$ cat src/verilog/otl_pkg.sv
// Package with constants and types for the output terminal trip logic
package otl_pkg;
	// Function selector codes
	localparam logic [7:0] OTL_FN_FDT       = 8'h01;
	localparam logic [7:0] OTL_FN_RUN       = 8'h0e;
	localparam logic [7:0] OTL_FN_TRIP      = 8'h1c;
	localparam logic [7:0] OTL_FN_ENC_DIR   = 8'h21;
	localparam logic [7:0] OTL_FN_EBUF      = 8'h24;
	localparam logic [7:0] OTL_FN_FIRE      = 8'h25;
	localparam logic [7:0] OTL_FN_XRUN      = 8'h26;
	// Trip mask field positions and reset value
	localparam int         OTL_TM_UV_BIT    = 0;
	localparam int         OTL_TM_FLT_BIT   = 1;
	localparam int         OTL_TM_ARS_BIT   = 2;
	localparam logic [2:0] OTL_TM_RESET     = 3'h2;
	// Polarity field positions; expansion bits follow
	localparam int         OTL_POL_RLY1_BIT = 0;
	localparam int         OTL_POL_OC_BIT   = 1;
	localparam int         OTL_POL_RLY2_BIT = 2;
	localparam logic [5:0] OTL_POL_RESET    = 6'h00;
	// Delay reset (0.00 s) and tick timing
	localparam logic [15:0] OTL_DLY_RESET   = 16'h0000;
	localparam int         OTL_CLK_HZ       = 25000000;
	localparam int         OTL_TICK_MS      = 10;
	localparam int         OTL_TICK_CYC     = OTL_CLK_HZ / 1000 * OTL_TICK_MS;
	// Encoder option mode
	localparam logic [1:0] OTL_ENC_FEEDBACK = 2'h1;
	typedef enum logic [1:0] {OTL_OFF, OTL_WAIT_ON, OTL_ON, OTL_WAIT_OFF} otl_dstate_e;
endpackage

$ cat src/verilog/otl_tick.sv
// Hundredth-of-second tick generator
module otl_tick import otl_pkg::*; #(
	parameter int TICK_CYC = OTL_TICK_CYC
) (
	input  wire logic clk,
	input  wire logic rst,
	input  wire logic ce,
	output logic      tick
);
	initial begin
		if (TICK_CYC < 1 || TICK_CYC > 1048575) begin
			$error("otl_tick: TICK_CYC out of range");
		end
	end

	logic [19:0] cnt_reg;
	logic [19:0] cnt_next;
	logic        tick_reg;
	logic        tick_next;

	always_comb begin
		cnt_next  = cnt_reg;
		// Held while disabled so a frozen clock freezes the tick too
		tick_next = tick_reg;
		if (ce) begin
			tick_next = 1'b0;
			if (cnt_reg == 20'(TICK_CYC - 1)) begin
				cnt_next  = 20'h00000;
				tick_next = 1'b1;
			end else begin
				cnt_next = cnt_reg + 20'h00001;
			end
		end
	end

	always_ff @(posedge clk) begin
		if (rst) begin
			cnt_reg  <= 20'h00000;
			tick_reg <= 1'b0;
		end else begin
			cnt_reg  <= cnt_next;
			tick_reg <= tick_next;
		end
	end

	assign tick = tick_reg;
endmodule

$ cat src/verilog/otl_delay.sv
// On/off delay stage for one output
module otl_delay import otl_pkg::*; (
	input  wire logic        clk,
	input  wire logic        rst,
	input  wire logic        ce,
	input  wire logic        tick,
	input  wire logic        func_in,
	input  wire logic [15:0] on_dly,
	input  wire logic [15:0] off_dly,
	output logic             state_out
);
	otl_dstate_e st_reg;
	otl_dstate_e st_next;
	logic [15:0] cnt_reg;
	logic [15:0] cnt_next;

	always_comb begin
		st_next  = st_reg;
		cnt_next = cnt_reg;
		if (ce) begin
			case (st_reg)
				OTL_OFF: begin
					if (func_in) begin
						st_next  = (on_dly == 16'h0000) ? OTL_ON : OTL_WAIT_ON;
						cnt_next = 16'h0000;
					end
				end
				OTL_WAIT_ON: begin
					if (!func_in) begin
						st_next = OTL_OFF;
					end else if (tick) begin
						if (cnt_reg + 16'h0001 >= on_dly) begin
							st_next = OTL_ON;
						end
						cnt_next = cnt_reg + 16'h0001;
					end
				end
				OTL_ON: begin
					if (!func_in) begin
						st_next  = (off_dly == 16'h0000) ? OTL_OFF : OTL_WAIT_OFF;
						cnt_next = 16'h0000;
					end
				end
				OTL_WAIT_OFF: begin
					if (func_in) begin
						st_next = OTL_ON;
					end else if (tick) begin
						if (cnt_reg + 16'h0001 >= off_dly) begin
							st_next = OTL_OFF;
						end
						cnt_next = cnt_reg + 16'h0001;
					end
				end
				default: st_next = OTL_OFF;
			endcase
		end
	end

	always_ff @(posedge clk) begin
		if (rst) begin
			st_reg  <= OTL_OFF;
			cnt_reg <= 16'h0000;
		end else begin
			st_reg  <= st_next;
			cnt_reg <= cnt_next;
		end
	end

	assign state_out = (st_reg == OTL_ON) || (st_reg == OTL_WAIT_OFF);
endmodule

$ cat src/verilog/otl_top.sv
// Output terminal stage: function select, trip mask, delays, polarity
// Function
// - Mask bit one set: undervoltage trip drives trip function.
// - Mask bit two set: any other fault trip drives trip function.
// - Mask bit three set: failed automatic restart drives trip function.
// - Three-bit trip mask, reset value 010, bit one rightmost.
// - Outputs selecting trip code switch on for masked trip.
// - Trip outputs turn on after trip on-delay, default zero.
// - Trip outputs turn off after trip off-delay once cleared.
// - Non-trip outputs wait general on-delay before switching on.
// - Non-trip outputs wait general off-delay before switching off.
// - General delays cover all outputs except trip-assigned ones.
// - Polarity 0 normally open, 1 normally closed.
// - Polarity resets to zeros; bit0 first relay, bit1 open collector.
// - Expansion module adds three polarity bits for its outputs.
// - Readable bitmap shows present on/off state of each output.
// - Encoder direction warning in feedback mode on direction mismatch.
// - Energy buffer function asserts while buffering after power loss.
// - Fire mode function asserts only when enabled and running.
// - Extended run asserts on run or voltage, also during DC braking.
module otl_top import otl_pkg::*; #(
	parameter int TICK_CYC = OTL_TICK_CYC,
	parameter int NEXP     = 3
) (
	input  wire logic              CLK_SYS,
	input  wire logic              SYS_RST,
	input  wire logic              CE,
	// Configuration
	input  wire logic [2:0]        TRIP_MASK,
	input  wire logic              CFG_LOAD,
	input  wire logic [7:0]        SEL_FIRST_RELAY,
	input  wire logic [7:0]        SEL_SECOND_RELAY,
	input  wire logic [7:0]        SEL_OPEN_COLLECTOR,
	input  wire logic [8*NEXP-1:0] SEL_EXP,
	input  wire logic              EXP_PRESENT,
	input  wire logic [5:0]        POLARITY,
	input  wire logic [15:0]       TRIP_ON_DLY,
	input  wire logic [15:0]       TRIP_OFF_DLY,
	input  wire logic [15:0]       DO_ON_DLY,
	input  wire logic [15:0]       DO_OFF_DLY,
	input  wire logic [1:0]        ENCODER_OPTION_SELECT,
	input  wire logic              OVERRIDE_ENABLE_SETTING,
	// Drive status
	input  wire logic              TRIP_UNDERVOLTAGE,
	input  wire logic              TRIP_OTHER,
	input  wire logic              RESTART_FAILED,
	input  wire logic              ENC_DIR_MISMATCH,
	input  wire logic              ENERGY_BUFFER_ACTIVE,
	input  wire logic              FIRE_MODE_RUNNING,
	input  wire logic              RUN_CMD,
	input  wire logic              VOLTAGE_OUT,
	input  wire logic              DC_BRAKING,
	input  wire logic              FREQUENCY_DETECT_ONE,
	// Outputs
	output logic                   FIRST_RELAY,
	output logic                   SECOND_RELAY,
	output logic                   OPEN_COLLECTOR_OUTPUT,
	output logic [NEXP-1:0]        EXP_OUT,
	output logic [5:0]             DO_STATE
);
	localparam int NOUT = 3 + NEXP;

	initial begin
		if (NEXP != 3) begin
			$error("otl_top: NEXP must be 3 to fit the polarity field");
		end
	end

	// Config registers
	logic [2:0]  mask_reg;
	logic [2:0]  mask_next;
	logic [5:0]  pol_reg;
	logic [5:0]  pol_next;
	logic [15:0] ton_reg;
	logic [15:0] ton_next;
	logic [15:0] toff_reg;
	logic [15:0] toff_next;
	logic [15:0] gon_reg;
	logic [15:0] gon_next;
	logic [15:0] goff_reg;
	logic [15:0] goff_next;

	always_comb begin
		mask_next = mask_reg;
		pol_next  = pol_reg;
		ton_next  = ton_reg;
		toff_next = toff_reg;
		gon_next  = gon_reg;
		goff_next = goff_reg;
		if (CE && CFG_LOAD) begin
			mask_next = TRIP_MASK;
			pol_next  = EXP_PRESENT ? POLARITY : {3'h0, POLARITY[2:0]};
			ton_next  = TRIP_ON_DLY;
			toff_next = TRIP_OFF_DLY;
			gon_next  = DO_ON_DLY;
			goff_next = DO_OFF_DLY;
		end
	end

	always_ff @(posedge CLK_SYS) begin
		if (SYS_RST) begin
			mask_reg <= OTL_TM_RESET;
			pol_reg  <= OTL_POL_RESET;
			ton_reg  <= OTL_DLY_RESET;
			toff_reg <= OTL_DLY_RESET;
			gon_reg  <= OTL_DLY_RESET;
			goff_reg <= OTL_DLY_RESET;
		end else begin
			mask_reg <= mask_next;
			pol_reg  <= pol_next;
			ton_reg  <= ton_next;
			toff_reg <= toff_next;
			gon_reg  <= gon_next;
			goff_reg <= goff_next;
		end
	end

	// Status functions
	logic trip_fn;
	logic enc_fn;
	logic fire_fn;
	logic run_fn;
	logic xrun_fn;

	always_comb begin
		trip_fn = (mask_reg[OTL_TM_UV_BIT] && TRIP_UNDERVOLTAGE)
			|| (mask_reg[OTL_TM_FLT_BIT] && TRIP_OTHER)
			|| (mask_reg[OTL_TM_ARS_BIT] && RESTART_FAILED);
		enc_fn  = (ENCODER_OPTION_SELECT == OTL_ENC_FEEDBACK) && ENC_DIR_MISMATCH;
		fire_fn = OVERRIDE_ENABLE_SETTING && FIRE_MODE_RUNNING;
		// Plain run drops during DC braking
		run_fn  = (RUN_CMD || VOLTAGE_OUT) && !DC_BRAKING;
		xrun_fn = RUN_CMD || VOLTAGE_OUT || DC_BRAKING;
	end

	// Selected function for one output; unknown codes stay off
	function automatic logic fn_of(input logic [7:0] sel, input logic tf, input logic ef,
		input logic kf, input logic ff, input logic rf, input logic r2, input logic fd);
		logic v;
		v = 1'b0;
		case (sel)
			OTL_FN_FDT:     v = fd;
			OTL_FN_RUN:     v = rf;
			OTL_FN_TRIP:    v = tf;
			OTL_FN_ENC_DIR: v = ef;
			OTL_FN_EBUF:    v = kf;
			OTL_FN_FIRE:    v = ff;
			OTL_FN_XRUN:    v = r2;
			default:        v = 1'b0;
		endcase
		return v;
	endfunction

	logic [8*NOUT-1:0] sel_all;
	logic [NOUT-1:0]   fn_vec;
	logic [NOUT-1:0]   on_vec;
	logic [NOUT-1:0]   out_next;
	logic [NOUT-1:0]   out_reg;
	logic              tick;

	assign sel_all = {SEL_EXP, SEL_SECOND_RELAY, SEL_OPEN_COLLECTOR, SEL_FIRST_RELAY};

	otl_tick #(
		.TICK_CYC (TICK_CYC)
	) u_tick (
		.clk  (CLK_SYS),
		.rst  (SYS_RST),
		.ce   (CE),
		.tick (tick)
	);

	for (genvar i = 0; i < NOUT; i++) begin : g_out
		logic        is_trip;
		logic [15:0] d_on;
		logic [15:0] d_off;
		assign is_trip = (sel_all[8*i +: 8] == OTL_FN_TRIP);
		assign fn_vec[i] = fn_of(sel_all[8*i +: 8], trip_fn, enc_fn, ENERGY_BUFFER_ACTIVE,
			fire_fn, run_fn, xrun_fn, FREQUENCY_DETECT_ONE);
		// general on, general off, not for trip
		assign d_on  = is_trip ? ton_reg : gon_reg;
		assign d_off = is_trip ? toff_reg : goff_reg;
		otl_delay u_dly (
			.clk       (CLK_SYS),
			.rst       (SYS_RST),
			.ce        (CE),
			.tick      (tick),
			.func_in   (fn_vec[i]),
			.on_dly    (d_on),
			.off_dly   (d_off),
			.state_out (on_vec[i])
		);
	end

	always_comb begin
		out_next = out_reg;
		if (CE) begin
			out_next = on_vec ^ pol_reg[NOUT-1:0];
			if (!EXP_PRESENT) begin
				out_next[NOUT-1:3] = '0;
			end
		end
	end

	always_ff @(posedge CLK_SYS) begin
		if (SYS_RST) begin
			out_reg <= '0;
		end else begin
			out_reg <= out_next;
		end
	end

	// Bit order: first relay, open collector, second relay, expansion
	assign FIRST_RELAY           = out_reg[OTL_POL_RLY1_BIT];
	assign OPEN_COLLECTOR_OUTPUT = out_reg[OTL_POL_OC_BIT];
	assign SECOND_RELAY          = out_reg[OTL_POL_RLY2_BIT];
	assign EXP_OUT               = out_reg[NOUT-1:3];
	assign DO_STATE              = out_reg;
endmodule

$ cat config.mk
export PLATFORM = sky130hd
export DESIGN_NAME = otl_top
export DESIGN_NICKNAME = d
export VERILOG_FILES = /design/src/verilog/otl_pkg.sv /design/src/verilog/otl_tick.sv /design/src/verilog/otl_delay.sv /design/src/verilog/otl_top.sv
export SDC_FILE = /design/constraint.sdc
export NUM_CORES = 1
export LEC_CHECK = 0
export ABC_AREA = 1
export BUFFER_PORTS_ARGS = -buffer_cell sky130_fd_sc_hd__buf_2
export CAP_MARGIN = 15
export CORE_MARGIN = 2
export CORE_UTILIZATION = 45
export DETAILED_ROUTE_END_ITERATION = 7
export GPL_TIMING_DRIVEN = 0
export MAX_ROUTING_LAYER = met4
export PLACE_DENSITY_LB_ADDON = 0.05
export RECOVER_POWER = 25
export SYNTH_ARGS = -nofsm -noshare
export SYNTH_HDL_FRONTEND = slang
export SYNTH_SLANG_ARGS = --single-unit
$ cat constraint.sdc
create_clock -name CLK_SYS -period 2.85 [get_ports CLK_SYS]
set_input_delay 0.1425 -clock CLK_SYS [delete_from_list [all_inputs] [get_ports CLK_SYS]]
set_output_delay 0.1425 -clock CLK_SYS [all_outputs]
set_load 0.1 [all_outputs]
==> results_dict.tcl <==
set metrics [dict create \
    synth_cell_type_count 45 \
    cts_tree "built" \
    slew-limit-headroom 0.213 \
    grt_pass1_wl_um 122000 \
    synth_area_leaders "dfxtp_1 (21%), nand2_1 (16%), ha_1 (13%), nor2_1 (9.7%), inv_1 (9.1%)" \
    drc 0 \
    clock_latency_ps 590 \
    gp_congestion 1.01 \
    avgRoutedWirePerCell_um 19.5 \
    swShare 0.364 \
    seq_power_share 0.335 \
    status "complete, but fails checks" \
    regToRegSetupSlack_ps -40 \
    nNetsFinal 4014 \
    syn_nets 3696 \
    cts-root-buf "clkbuf_16" \
    cts.clk_slew.worst_paths_ps 60 \
    start_util 0.458 \
    multi_input_area_um2 14300 \
    vias 23200 \
    power.total_mw 9.87 \
    ir_worst_vdd_uv 444 \
    ios 151 \
    fin_crit_sh 1.01 \
    h-tree-depth 1 \
    finalSetupTns_ps -51.3 \
    io_buffers 148 \
    leakagePower_nw 11.7 \
    hold_depth 5 \
    clkPwrFrac 0.369 \
    regToRegStartpoint "g_out[2].u_dly.cnt_reg[1]" \
    cts_sinks 208 \
    min_period_ps 2890 \
    netlist_instances 3358 \
    hold_ws_ps 27.3 \
    grt_usage 0.364 \
    grt_pass1_vias 21300 \
    area_growth_pct 24.3 \
    final_area_um2 24600 \
    critPathMaxFanout 3 \
    num_rows 76 \
    layout-drive-gt1-share 0.157 \
    drtAntennaViolNets 0 \
    antenna_found_initial 3 \
    drt_first_pass_iters 6 \
    critPathRequiredTime_ps 3350 \
    cp.arrival_ps 3390 \
    dieArea_um2 45700 \
    first_iter_violations 2100 \
    finalWorstSetupSlack_ps -41.5 \
    dp_slack_ps -473 \
    post-route-util 0.569 \
    timing.fmax_mhz 346 \
    cap_violations 0 \
    grt_max_degree 13 \
    hold_viol_final 0 \
    combinationalPowerShare 0.297 \
    die_width_um 214 \
    cp-start-kind "flop" \
    largest_register_ff_count 96 \
    fill_cells 4352 \
    crit_path_end_kind "flop" \
    syn_area_per_cell_um2 5.90 \
    vias_per_cell 5.42 \
    coreArea_um2 43300 \
    dp_hpwl_um 62200 \
    finalSetupViolations 2 \
    worst_pin_slew_ps 1180 \
    skew_ps 30.5 \
    maxSlewViolCount 0 \
    yosysTopAreaCell "dfxtp_1" \
    final_cells 4286 \
    wl_um 83600 \
    placed_area_um2 21300 \
    min_from "EXP_PRESENT" \
    p_int_mw 6.28 \
    seq_area_um2 4250 \
    clock_path_buffers 3 \
    hold_class "input pin to flop" \
    r2r-end "g_out[2].u_dly.st_reg[1]" \
    ys_warn_count 0 \
    powerDensity_nw_per_um2 401 \
    grt_overflow 0 \
    violations "setup timing" \
    dp.cells 4091 \
    crit_type "flop to flop" \
    die_h_um 214 \
    rsz0062_at_grt "yes" \
    hold_end "DO_STATE[3]" \
    p_switching_mw 3.59 \
    syn_area_um2 19800 \
    cts_made_buffers 26 \
    ys_ff_latch 208 \
    synth_top_cell_area_share 0.210 \
    rr_worst_depth 21 \
    seq_area_frac_synth 0.210 \
]
[worst max-delay path, stage by stage (launching register included)]
cell and delay (ps):
dfxtp_4 380, inv_4 40, nor3_4 210, nand3_2 160, nor2_2 180, nand2_2 80, nor2_2 120, xor2_1 170
inv_2 80, ha_4 270, nand2_2 50, inv_2 70, nand3_4 70, nor3_2 180, nand2_1 70, nand2_1 80
nor2_1 50, nor2_1 120, nand4_1 150, nand2_1 100, nand2_1 50, nor2_1 140
[layout by cell type, fill, tap and decap left out, types with 8 or more instances in the layout]
cell and n:
nand2_2 37, dlygate4sd3_1 73, nand3_4 8, buf_6 13
buf_2 162, xor2_1 43, nand2_1 829, dfxtp_2 15
nor2_4 27, nand4_1 73, nand3_1 177, nand2_4 9
nor2_1 475, o21ai_0 261, nor3_1 17, dfxtp_1 176
inv_2 35, buf_4 78, inv_1 451, o21ai_1 32
clkbuf_1 79, clkbuf_16 27, ha_1 179, ha_4 20
nand3_2 14, a21oi_1 186, dfxtp_4 17, nor2_2 33
nor3_4 10, xor2_2 16, o21bai_1 13
[routing by layer]
metal / global-route usage / vias up / part of all wire
met5: - / - / 0
met4: 0.184 / 0 / 0.060
met3: 0.0605 / 240 / 0.084
met2: 0.574 / 993 / 0.44
met1: 0.451 / 10700 / 0.41
li1: - / 11300 / -
[power by group through the flow]
stage / combinational [mW] / sequential (mW) / clock (mW)
after floorplan: 1.77 / 3.26 / 0
after global placement: 2.53 / 3.34 / 0
after detailed placement: 2.58 / 3.34 / 0
after CTS: 2.71 / 3.28 / 3.66
after global routing: 3.26 / 3.30 / 3.78
final: 2.93 / 3.30 / 3.64
[worst max-delay path by stage]
| stage | slack (ps) | to | from | depth (start not counted) |
|---|---|---|---|---|
| 6_report | -40 | g_out[2].u_dly.st_reg[1] | g_out[2].u_dly.cnt_reg[1] | 21 |
| 3_5_place_dp | -470 | g_out[2].u_dly.st_reg[1] | g_out[2].u_dly.cnt_reg[0] | 24 |
| 3_3_place_gp | -430 | g_out[2].u_dly.st_reg[1] | g_out[2].u_dly.cnt_reg[0] | 24 |
| 5_1_grt | -270 | g_out[2].u_dly.st_reg[1] | g_out[2].u_dly.cnt_reg[1] | 21 |
| 4_1_cts | -20 | g_out[2].u_dly.st_reg[1] | g_out[2].u_dly.cnt_reg[0] | 24 |
| 2_1_floorplan | 60 | g_out[2].u_dly.st_reg[1] | g_out[2].u_dly.cnt_reg[0] | 24 |
[layout make-up]
cell class              count  area share
diodes                      7    0.000711
plain buffers             117      0.0246
clock buffers              34      0.0293
clock inverters            12     0.00782
inverters                 493      0.0754
multi-input cells        2540       0.579
flip-flops and latches    208       0.172
well taps                 585      0.0297
repair buffers            290      0.0808
[synth_stat cells (all sizes together)]
cell	number
nand2	875
xor2	63
clkinv	4
nor4	8
xnor2	7
inv	489
dfxtp	208
o21a	5
nor3b	1
clkbuf	65
a21oi	192
a211oi	5
and3	2
nor3	33
a21o	5
a31oi	7
ha	199
o21ai	294
nor2b	1
nand3	199
nand4	73
o221a	1
o21bai	15
nor2	535
and2	8
buf	52
nand3b	6
or2	6
[logic make-up after synthesis]
| logic type | Yosys count | synth area share |
|---|---|---|
| AO/OA/AOI/OAI | 524 | 0.137 |
| buffers and inverters | 610 | 0.124 |
| adder cells (fa/ha/maj) | 199 | 0.126 |
| XOR/XNOR | 70 | 0.0323 |
| AND/OR/NAND/NOR | 1747 | 0.371 |
| flip-flops | 208 | 0.210 |
[repair_timing]
action / 4_1_cts / 5_1_grt
gates resized for setup: 78 / 211
hold buffers: 73 / 0
pin swaps: 34 / 124
setup endpoints to repair: 21 / 12
setup buffers: 25 / 45
hold endpoints to repair: 70 / 0
Note: power is estimated with default switching activity, not from simulation.
